==> config.mk <==
export PLATFORM = sky130hd
export DESIGN_NAME = prt_timer
export DESIGN_NICKNAME = d
export VERILOG_FILES = /design/src/prt_pkg.sv /design/src/prt_timer.sv
export SDC_FILE = /design/constraint.sdc
export NUM_CORES = 1
export LEC_CHECK = 0
export ABC_AREA = 1
export BUFFER_PORTS_ARGS = -buffer_cell sky130_fd_sc_hd__buf_2
export CELL_PAD_IN_SITES_DETAIL_PLACEMENT = 1
export CELL_PAD_IN_SITES_GLOBAL_PLACEMENT = 2
export CORE_MARGIN = 2
export CORE_UTILIZATION = 28
export CTS_CLUSTER_SIZE = 16
export DETAILED_ROUTE_END_ITERATION = 10
export PLACE_DENSITY = 0.82
export SYNTH_ARGS = -nofsm -noshare
export SYNTH_HDL_FRONTEND = slang
export SYNTH_SLANG_ARGS = --single-unit
==> constraint.sdc <==
create_clock -name pclk -period 1.7 [get_ports pclk]
set_input_delay 0.34 -clock pclk [delete_from_list [all_inputs] [get_ports pclk]]
set_output_delay 0.34 -clock pclk [all_outputs]
set_load 0.005 [all_outputs]
==> src/prt_pkg.sv <==
// Constants, register map and field layout of the periodic timer.
// Assumes an APB master with 32-bit data and byte addresses.
// Behaviour
// - Flag sets on the tick that wraps the counter from wrap limit to zero
// - Flag clears by status read, then zero write
// - Overflow during clear sequence keeps flag set
// - Writing one to flag does nothing; reset clears
// - Enable bit gates overflow interrupt; reset clears
// - Halt bit freezes counter; reset sets halt
// - Clear bit zeroes counter, prescaler and low byte latch
// - Clear bit self-clears and reads zero
// - Halt plus clear together holds counter zero
// - Prescale field divides bus clock 1 to 64
// - High byte read latches low byte
// - Latched low byte kept until low read
// - Counter reads zero after reset or clear
// - At wrap limit, restart from zero next tick
// - Limit high write inhibits flag until low write
// - Reset sets both wrap limit bytes to ones
// - Sixteen-bit counter, reads never disturb counting
// - Break condition freezes the counter
// - Stop mode freezes timer, keeps all state
package prt_pkg;

  ////////////////////////////////////////////////////////////////////////////
  // Register indices; byte address is four times the index
  localparam logic [9:0] IDX_STATUS_CONTROL = 10'h04B;
  localparam logic [9:0] IDX_COUNT_HIGH = 10'h04C;
  localparam logic [9:0] IDX_COUNT_LOW = 10'h04D;
  localparam logic [9:0] IDX_LIMIT_HIGH = 10'h04E;
  localparam logic [9:0] IDX_LIMIT_LOW = 10'h04F;

  ////////////////////////////////////////////////////////////////////////////
  // Status/control bit positions
  localparam int BIT_FLAG = 7;
  localparam int BIT_IRQ_ENABLE = 6;
  localparam int BIT_HALT = 5;
  localparam int BIT_CLEAR = 4;
  localparam int BIT_SEL_LSB = 0;

  ////////////////////////////////////////////////////////////////////////////
  // Reset values and limits
  localparam logic [2:0] SEL_RESET = 3'h0;
  localparam logic [2:0] SEL_MAX = 3'h6;
  localparam logic [7:0] LIMIT_RESET = 8'hFF;
  localparam logic [15:0] COUNT_RESET = 16'h0000;
  localparam logic [5:0] PRESCALE_RESET = 6'h00;

  ////////////////////////////////////////////////////////////////////////////
  // Software-visible control fields
  typedef struct packed {
    logic irq_enable;
    logic halt;
    logic [2:0] sel;
  } prt_ctrl_type;

  localparam prt_ctrl_type CTRL_RESET = '{irq_enable: 1'b0, halt: 1'b1, sel: SEL_RESET};

endpackage

==> src/prt_timer.sv <==
// Periodic interrupt timer with an APB register slave.
// Assumes a single clock pclk; break and stop inputs come from logic on pclk.
//
// The implementer's own choices: the address map and the APB slave port.
`timescale 1ns/1ps
`default_nettype none

module prt_timer
  import prt_pkg::*;
(
  input wire logic pclk, // Bus clock, 40 MHz
  input wire logic presetn, // Async reset, active low
  input wire logic psel, // APB select
  input wire logic penable, // APB access phase
  input wire logic pwrite, // APB direction, high for write
  input wire logic [11:0] paddr, // APB byte address
  input wire logic [31:0] pwdata, // APB write data
  input wire logic break_active, // Debug break, freezes counter
  input wire logic stop_mode, // Stop mode, freezes counter and prescaler
  output logic [31:0] prdata, // APB read data
  output logic pready, // APB ready
  output logic pslverr, // APB error on unmapped address
  output logic irq // Level interrupt request
);

  ////////////////////////////////////////////////////////////////////////////
  // State
  prt_ctrl_type ctrl_ff;
  logic flag_ff;
  logic arm_ff;
  logic inhibit_ff;
  logic [15:0] count_ff;
  logic [5:0] prescale_ff;
  logic [7:0] limit_hi_ff;
  logic [7:0] limit_lo_ff;
  logic [7:0] held_lo_ff;
  logic held_ff;
  logic [31:0] prdata_ff;
  logic pready_ff;
  logic pslverr_ff;
  logic irq_ff;

  logic setup;
  logic access;
  logic [9:0] idx;
  logic wr_status;
  logic rd_status;
  logic wr_limit_hi;
  logic wr_limit_lo;
  logic rd_count_lo;
  logic clear_req;
  logic running;
  logic tick;
  logic ovf_evt;
  logic [5:0] tick_mask;
  logic [31:0] nxt_prdata;
  logic nxt_err;

  // Address match against a register index
  function automatic logic hit(input logic [9:0] a, input logic [9:0] r);
    return a == r;
  endfunction

  // Prescaler mask for a select code; codes above six act as six
  function automatic logic [5:0] sel_mask(input logic [2:0] s);
    logic [2:0] c;
    c = (s > SEL_MAX) ? SEL_MAX : s;
    case (c)
      3'h0: sel_mask = 6'h00;
      3'h1: sel_mask = 6'h01;
      3'h2: sel_mask = 6'h03;
      3'h3: sel_mask = 6'h07;
      3'h4: sel_mask = 6'h0F;
      3'h5: sel_mask = 6'h1F;
      default: sel_mask = 6'h3F;
    endcase
  endfunction

  ////////////////////////////////////////////////////////////////////////////
  // Bus decode; effects happen at the completing access edge
  assign setup = psel && !penable;
  assign access = psel && penable && pready_ff;
  assign idx = paddr[11:2];
  assign wr_status = access && pwrite && hit(idx, IDX_STATUS_CONTROL);
  assign rd_status = access && !pwrite && hit(idx, IDX_STATUS_CONTROL);
  assign wr_limit_hi = access && pwrite && hit(idx, IDX_LIMIT_HIGH);
  assign wr_limit_lo = access && pwrite && hit(idx, IDX_LIMIT_LOW);
  assign rd_count_lo = access && !pwrite && hit(idx, IDX_COUNT_LOW);
  assign clear_req = wr_status && pwdata[BIT_CLEAR];

  ////////////////////////////////////////////////////////////////////////////
  // Counting enables and prescaled tick
  assign running = !ctrl_ff.halt && !break_active && !stop_mode;
  assign tick_mask = sel_mask(ctrl_ff.sel);
  assign tick = running && ((prescale_ff & tick_mask) == tick_mask);
  assign ovf_evt = tick && (count_ff == {limit_hi_ff, limit_lo_ff});

  // Read data mux, sampled in the setup cycle
  always_comb begin
    nxt_prdata = 32'h0000_0000;
    nxt_err = 1'b0;
    if (hit(idx, IDX_STATUS_CONTROL)) begin
      nxt_prdata[7:0] = {flag_ff, ctrl_ff.irq_enable, ctrl_ff.halt, 1'b0, 1'b0, ctrl_ff.sel};
    end else if (hit(idx, IDX_COUNT_HIGH)) begin
      nxt_prdata[7:0] = count_ff[15:8];
    end else if (hit(idx, IDX_COUNT_LOW)) begin
      nxt_prdata[7:0] = held_ff ? held_lo_ff : count_ff[7:0];
    end else if (hit(idx, IDX_LIMIT_HIGH)) begin
      nxt_prdata[7:0] = limit_hi_ff;
    end else if (hit(idx, IDX_LIMIT_LOW)) begin
      nxt_prdata[7:0] = limit_lo_ff;
    end else begin
      nxt_err = 1'b1;
    end
  end

  ////////////////////////////////////////////////////////////////////////////
  // APB answer: no wait state, ready in the first access cycle
  always_ff @(posedge pclk or negedge presetn) begin
    if (!presetn) begin
      pready_ff <= 1'b0;
      prdata_ff <= 32'h0000_0000;
      pslverr_ff <= 1'b0;
    end else begin
      pready_ff <= setup;
      if (setup) begin
        prdata_ff <= pwrite ? 32'h0000_0000 : nxt_prdata;
        pslverr_ff <= nxt_err;
      end else if (access) begin
        pslverr_ff <= 1'b0;
      end
    end
  end

  ////////////////////////////////////////////////////////////////////////////
  // Control fields; halt set at reset
  always_ff @(posedge pclk or negedge presetn) begin
    if (!presetn) begin
      ctrl_ff <= CTRL_RESET;
    end else if (wr_status) begin
      ctrl_ff.irq_enable <= pwdata[BIT_IRQ_ENABLE];
      ctrl_ff.halt <= pwdata[BIT_HALT];
      ctrl_ff.sel <= pwdata[BIT_SEL_LSB +: 3];
    end
  end

  ////////////////////////////////////////////////////////////////////////////
  // Prescaler and counter
  always_ff @(posedge pclk or negedge presetn) begin
    if (!presetn) begin
      prescale_ff <= PRESCALE_RESET;
      count_ff <= COUNT_RESET;
    end else if (clear_req) begin
      prescale_ff <= PRESCALE_RESET;
      count_ff <= COUNT_RESET;
    end else if (running) begin
      prescale_ff <= prescale_ff + 6'h01;
      if (ovf_evt) begin
        count_ff <= COUNT_RESET;
      end else if (tick) begin
        count_ff <= count_ff + 16'h0001;
      end
    end
  end

  ////////////////////////////////////////////////////////////////////////////
  // Low byte holding buffer for coherent 16-bit reads
  always_ff @(posedge pclk or negedge presetn) begin
    if (!presetn) begin
      held_ff <= 1'b0;
      held_lo_ff <= 8'h00;
    end else if (clear_req) begin
      held_ff <= 1'b0;
      held_lo_ff <= 8'h00;
    end else if (setup && !pwrite && hit(idx, IDX_COUNT_HIGH) && !held_ff) begin
      held_ff <= 1'b1;
      held_lo_ff <= count_ff[7:0];
    end else if (rd_count_lo) begin
      held_ff <= 1'b0;
    end
  end

  ////////////////////////////////////////////////////////////////////////////
  // Wrap limit bytes and the write interlock
  always_ff @(posedge pclk or negedge presetn) begin
    if (!presetn) begin
      limit_hi_ff <= LIMIT_RESET;
      limit_lo_ff <= LIMIT_RESET;
      inhibit_ff <= 1'b0;
    end else if (wr_limit_hi) begin
      limit_hi_ff <= pwdata[7:0];
      inhibit_ff <= 1'b1;
    end else if (wr_limit_lo) begin
      limit_lo_ff <= pwdata[7:0];
      inhibit_ff <= 1'b0;
    end
  end

  ////////////////////////////////////////////////////////////////////////////
  // Overflow flag and its two-step clear; a new overflow wins
  always_ff @(posedge pclk or negedge presetn) begin
    if (!presetn) begin
      flag_ff <= 1'b0;
      arm_ff <= 1'b0;
    end else if (ovf_evt && !inhibit_ff) begin
      flag_ff <= 1'b1;
      arm_ff <= 1'b0;
    end else if (wr_status) begin
      if (arm_ff && !pwdata[BIT_FLAG]) begin
        flag_ff <= 1'b0;
      end
      arm_ff <= 1'b0;
    end else if (rd_status && flag_ff) begin
      arm_ff <= 1'b1;
    end
  end

  // Interrupt request register
  always_ff @(posedge pclk or negedge presetn) begin
    if (!presetn) begin
      irq_ff <= 1'b0;
    end else begin
      irq_ff <= flag_ff && ctrl_ff.irq_enable;
    end
  end

  assign prdata = prdata_ff;
  assign pready = pready_ff;
  assign pslverr = pslverr_ff;
  assign irq = irq_ff;
endmodule

`default_nettype wire

==> results.tsv, run 1 <==
metric	value	unit
dp.cells	892	
core_area	15310	sq um
worstSetupStartpointType	flip-flop	
finalSetupViolCount	0	
syn-mean-instance-area	7.164	sq um
grt_usage	18.26	%
max_stage_delay	0.46	ns
drt_iter0_drc	222	
p_sw	0.001117	W
r2r_cells	10	
rows	45	
leakage	2.838	nW
timing.rr.end	count_ff[7]$_DFFE_PN0P_	
relSlewSlack	61.67	%
hold-worst-slack	-0.01025	ns
grt_start_max_net_pins	37	
pwr-share-clk	45.3	%
cp_max_fo	15	
hold_violations	11	
met1_usage	23.29	%
overflow	0	
diodes	0	
post-place-ws	-0.06747	ns
routed-via-count	4239	
power_switching_share	27.40	%
instances_no_fill	911	
die_area	16780	sq um
crit_path_frequent_cell	nand2_1	
dr.pass1.iters	4	
p_int	0.002961	W
hold_buffers	0	
avgViaCountPerCell	4.653	
ys_seq_area_share	37.91	%
grt.busiest_layer	met2	
syn_area	4413	sq um
cts_buffers	9	
end_kind	flip-flop	
drc_errors	0	
die_w	129.5	microns
yosys.area.top_type	dfrtp_1	
failed_checks	hold timing	
ys_seq_elements	66	
ff_latch_area	1682	sq um
finalNetCount	751	
grt_use_met3	2.477	%
grt_pass1_vias	4562	
area_delta_synth_final	23.42	%
yosys_warnings	0	
fin_crit	1.660	ns
crit_chain	inv_4 -> ha_4 -> o21ai_2 -> nand2_1 -> inv_1 -> nand2_2 -> nor2_4 -> buf_12 -> nand4_1 -> nand2_1	
antenna_found_initial	0	
nFillCells	1934	
ys_types	35	
grt_setup_unrepaired	yes	
syn_inst	616	
place_congestion	0.8539	
cts_tree	built	
ys_top_cells_by_area	dfrtp_1, nand2_1, dfstp_2, nand3_1, inv_1	
clk_latency	0.35	ns
met2_usage	30.74	%
synth_top_area_share	27.79	%
grt_pass1_wl	23.26	mm
die_h	129.5	microns
crit_type	flip-flop to flip-flop	
wl_per_cell	15.54	microns
port_buffers	35	
status	finished, violations left	
clock_path_buffers	2	
tightest_slew	0.5750	ns
required	1.98	ns
combPwrFrac	12.6	%
fmax	0.6025	GHz
drv_slew	0	
r2r-start	ctrl_ff[1]$_DFFE_PN0P_	
hpwl	10.97	mm
start_util	28.82	%
drive_above_1_share	25.14	%
io_pins	86	
pwr-share-seq	42.1	%
cts_root_buf	clkbuf_16	
clock_sinks	66	
drv_cap	0	
hold_class	input port to async pin	
ff2ff_setup_slack	0.04	ns
worstPathArrival	1.94	ns
multi_input_area	2265	sq um
finalCritPeriodShare	97.62	%
htree_levels	3	
setup_ws	0.04038	ns
clkTransAtPathRegs	0.06	ns
drtAntennaViolNets	0	
finalClockSkew	0.005081	ns
totalWireLength	14.16	mm
ir_drop	508.9	uV
power_density	748.8	nW/um^2
slowest_stage	dfrtp_2	
==> cells in the final DEF, fill, tap and decap left out, drive strengths merged, types with 6 or more instances in the layout <==
cell,Yosys,layout
nand2,177,177
conb,1,24
nor2,65,65
dfrtp,49,49
nand3,68,68
inv,83,83
nand4,24,24
dfstp,17,17
clkbuf,6,12
xor2,16,16
nor3,6,6
buf,35,86
o21ai,50,50
==> Yosys cell counts, drive strengths merged <==
master / instances
nand3b: 1
nand2: 177
nor3: 6
inv: 83
a21boi: 1
nand4: 24
dfstp: 17
buf: 35
mux2: 1
nand3: 68
dfrtp: 49
o21ai: 50
clkbuf: 6
ha: 5
o31ai: 2
and2: 1
clkinv: 3
xor2: 16
a21oi: 5
nor2: 65
conb: 1
==> per-stage QoR <==
step	hold WS [ns]	TNS, ns	total power (W)	cell area, sq um	utilization, %
2_1_floorplan	0.04441	0	0.002056	4499	-
3_3_place_gp	0.3751	-0.5639	0.002212	5072	33.12
3_5_place_dp	0.3755	-0.9220	0.002237	5072	33.12
4_1_cts	0.006116	0	0.004105	5390	35.20
5_1_grt	0.01832	-0.6153	0.004258	5446	35.56
6_report	-0.01025	0	0.004078	5446	35.56
==> worst max path at each step <==
stage / slack (ns) / cells past startpoint / start / to
2_1_floorplan: 0.07 / 11 / ctrl_ff[1]$_DFFE_PN0P_ / count_ff[0]$_DFFE_PN0P_
3_3_place_gp: -0.04 / 11 / ctrl_ff[1]$_DFFE_PN0P_ / count_ff[0]$_DFFE_PN0P_
3_5_place_dp: -0.07 / 10 / ctrl_ff[1]$_DFFE_PN0P_ / count_ff[4]$_DFFE_PN0P_
4_1_cts: 0.003 / 9 / count_ff[5]$_DFFE_PN0P_ / count_ff[4]$_DFFE_PN0P_
5_1_grt: -0.06 / 10 / ctrl_ff[1]$_DFFE_PN0P_ / count_ff[7]$_DFFE_PN0P_
6_report: 0.04 / 10 / ctrl_ff[1]$_DFFE_PN0P_ / count_ff[7]$_DFFE_PN0P_
==> power by group through the flow <==
stage	sequential, W	combinational [W]	clock (W)
floorplan	0.00173	0.000328	0
global placement	0.00173	0.000477	0
detailed placement	0.00174	0.000496	0
CTS	0.00172	0.000509	0.00188
global route	0.00173	0.000583	0.00195
finish	0.00172	0.000513	0.00185
==> area by class of cell <==
type                            count  share of cell area, %
Sequential cell                    66                  30.88
Clock buffer                       12                  4.342
Clock inverter                      4                 0.8270
Inverter                           86                  6.065
Tap cell                          211                  4.847
Timing Repair Buffer               86                  11.46
Multi-Input combinational cell    446                  41.58
==> per-layer routing <==
metal  part of all wire [%]  wire length (microns)
met1                     46                   6501
met2                     49                   6868
met3                    2.7                    382
met4                    2.9                    408
met5                      0                      0
==> registers in the layout, summed over array words and instances, names as in the netlist <==
register     flops
arm_ff           1
flag_ff          1
held_lo_ff       8
irq              1
pslverr          1
inhibit_ff       1
prescale_ff      6
prdata           8
limit_lo_ff      8
limit_hi_ff      8
pready           1
ctrl_ff          5
count_ff        16
held_ff          1
==> kinds of logic after synthesis <==
kind of cell / synth area share (%)
compound gates: 7.428
other cells: 0.08498
xor+xnor: 3.175
mux: 0.2552
flops: 37.91
simple gates: 35.84
buf+inv: 13.89
fa+ha+maj: 1.418
==> repair_timing <==
item / in CTS / in global routing
resized for setup: 10 / 16
buffers inserted: 1 / 2
pin swaps: 1 / 5
endpoints found under the hold margin: 0 / 0
endpoints found under the setup margin: 18 / 24
==> critical path: cells and delay by family, from the launching register on <==
| kind | cells | cell delay, ns |
|---|---|---|
| simple gates | 5 | 0.48 |
| compound gates | 1 | 0.11 |
| fa+ha+maj | 1 | 0.20 |
| buf+inv | 3 | 0.32 |
| flops | 1 | 0.46 |
Note: power is estimated with default switching activity, not from simulation.
==> run 2: changes to the inputs <==
Settings changed: CORE_UTILIZATION 28 to 31, PLACE_DENSITY 0.82 to 0.85.
Clock period 1.7 ns to 1.6 ns, I/O delays scaled along.
==> results.tsv, run 2 (synthesized netlist as in run 1, its figures left out) <==
metric	value	unit	change
status	finished, violations left		unchanged
failed_checks	hold timing, setup timing		was hold timing
ff_latch_area	1678	sq um	was 1682 sq um
die_h	123.3	microns	was 129.5 microns
start_util	31.79	%	was 28.82%
worstPathArrival	1.95	ns	was 1.94 ns
die_area	15210	sq um	was 16,780 sq um
io_pins	86		unchanged
drv_slew	0		unchanged
overflow	0		unchanged
hpwl	10.44	mm	was 10.97 mm
clock_sinks	66		unchanged
required	1.84	ns	was 1.98 ns
hold_class	input port to async pin		unchanged
drv_cap	0		unchanged
power_density	798.6	nW/um^2	was 748.8 nW/um^2
clkTransAtPathRegs	0.06	ns	about the same
cts_tree	built		unchanged
cts_buffers	9		unchanged
leakage	2.876	nW	was 2.838 nW
htree_levels	3		unchanged
clock_path_buffers	2		unchanged
finalCritPeriodShare	106.7	%	was 97.62%
finalNetCount	755		was 751
grt_usage	19.88	%	was 18.26%
area_delta_synth_final	24.30	%	was 23.42%
stdcell_area	5485	sq um	was 5446 sq um
drtAntennaViolNets	0		unchanged
totalWireLength	14.17	mm	was 14.16 mm
diodes	0		unchanged
final_cell_mix	nand2_1, inv_1, nand3_1		unchanged
grt_pass1_vias	4361		was 4,562
power	0.004380	W	was 0.004078 W
place_congestion	0.8357		was 0.8539
combPwrFrac	12.7	%	was 12.6%
regMostFlops	count_ff		unchanged
largest_register_ffs	16		unchanged
p_sw	0.001187	W	was 0.001117 W
final_common_cell	nand2_1		unchanged
cts_root_buf	clkbuf_16		unchanged
multi_input_area	2317	sq um	was 2265 sq um
crit_type	flip-flop to flip-flop		unchanged
clk_latency	0.34	ns	was 0.35 ns
nFillCells	1750		was 1,934
post-place-ws	-0.2385	ns	was -0.06747 ns
grt_setup_unrepaired	yes		unchanged
die_w	123.3	microns	was 129.5 microns
fmax	0.5859	GHz	was 0.6025 GHz
ir_drop	482.5	uV	was 508.9 uV
hold_violations	18		was 11
avgViaCountPerCell	4.787		was 4.653
pwr-share-clk	45.6	%	was 45.3%
wl_per_cell	16.03	microns	was 15.54 microns
finalSetupViolCount	17		was 0
hold-worst-slack	-0.02287	ns	was -0.01025 ns
pwr-share-seq	41.7	%	was 42.1%
dpl_cell_area	5049	sq um	was 5072 sq um
finalClockSkew	0.01012	ns	was 0.005081 ns
antenna_found_initial	0		unchanged
rows	43		was 45
drt_iter0_drc	203		was 222
end_kind	flip-flop		unchanged
power_switching_share	27.11	%	was 27.40%
cp_max_fo	5		was 15
routed-via-count	4232		was 4,239
drc_errors	0		unchanged
worstSetupStartpointType	flip-flop		unchanged
fin_crit	1.707	ns	was 1.660 ns
core_area	13880	sq um	was 15,310 sq um
grt_pass1_wl	22.65	mm	was 23.26 mm
drive_above_1_share	25.43	%	was 25.14%
dr.pass1.iters	5		was 4
setup_ws	-0.1068	ns	was 0.04038 ns
p_int	0.003193	W	was 0.002961 W
port_buffers	35		unchanged
grt_start_max_net_pins	67		was 37
==> run 2: cell types whose count changed in the layout (fill, tap and decap cells not counted), sizes merged <==
cell,delta
buf,+2
clkbuf,+1
clkinvlp,-1
nand2,+2
==> run 2: per-stage QoR <==
step	TNS, ns	util (%)	cells
floorplan	0	-	639
global placement	-2.729	36.37	863
detailed placement	-3.802	36.37	863
CTS	-0.9199	39.27	886
global route	-2.031	39.52	884
finish	-0.8654	39.52	884
==> run 2: per-layer routing <==
metal / routed length, microns / up-vias / global-route usage (%)
li1: - / 2079 / -
met5: 0 / - / 0
met2: 7055 / 82 / 35.03
met4: 307 / 0 / 7.244
met3: 453 / 24 / 2.491
met1: 6354 / 2047 / 24.80
==> run 2: final timing paths <==
path / from / endpoint / slack, ns / depth (start not counted)
setup reg to reg: ctrl_ff[2]$_DFFE_PN0P_ / arm_ff$_DFFE_PN0P_ / -0.11 / 11
setup / recovery: ctrl_ff[2]$_DFFE_PN0P_ / arm_ff$_DFFE_PN0P_ / -0.11 / 11
hold reg to reg: prdata[4]$_DFFE_PN0P_ / prdata[4]$_DFFE_PN0P_ / 0.47 / 2
hold / removal: presetn / held_lo_ff[4]$_DFFE_PN0P_ / -0.02 / 2
min in group pclk: penable / pready$_DFF_PN0_ / 0.17 / 2
max in group asynchronous: presetn / limit_lo_ff[0]$_DFFE_PN1P_ / 1.25 / 2
==> run 2: critical path, stage by stage, from the launching register on <==
cell and delay, ns:
dfrtp_2 0.46, inv_2 0.09, ha_4 0.20, o21ai_2 0.12
nand2_1 0.08, inv_2 0.08, nand2_4 0.06, nor2_4 0.15
buf_6 0.13, nand3_4 0.08, nor2_2 0.11, nor2_1 0.04
==> run 2: final cells by class <==
| cell class | count | area share [%] |
|---|---|---|
| Multi-Input combinational cell | 448 | 42.24 |
| Sequential cell | 66 | 30.59 |
| Timing Repair Buffer | 88 | 11.79 |
| Inverter | 86 | 5.976 |
| Clock buffer | 13 | 4.562 |
| Tap cell | 180 | 4.106 |
| Clock inverter | 3 | 0.7299 |
==> run 2: what timing repair did <==
action | in CTS | in global routing
hold buffers | 0 | 0
hold endpoints to repair | 0 | 0
gates cloned | 3 | 0
setup endpoints to repair | 20 | 21
setup buffers | 4 | 0
gates resized for setup | 16 | 21
pin swaps | 3 | 11
==> run 2: power by group through the flow <==
stage	Sequential [W]	Combinational, W	Clock [W]
global placement	0.00184	0.000500	0
floorplan	0.00184	0.000349	0
finish	0.00182	0.000558	0.00200
CTS	0.00182	0.000560	0.00204
detailed placement	0.00185	0.000522	0
global route	0.00184	0.000628	0.00211
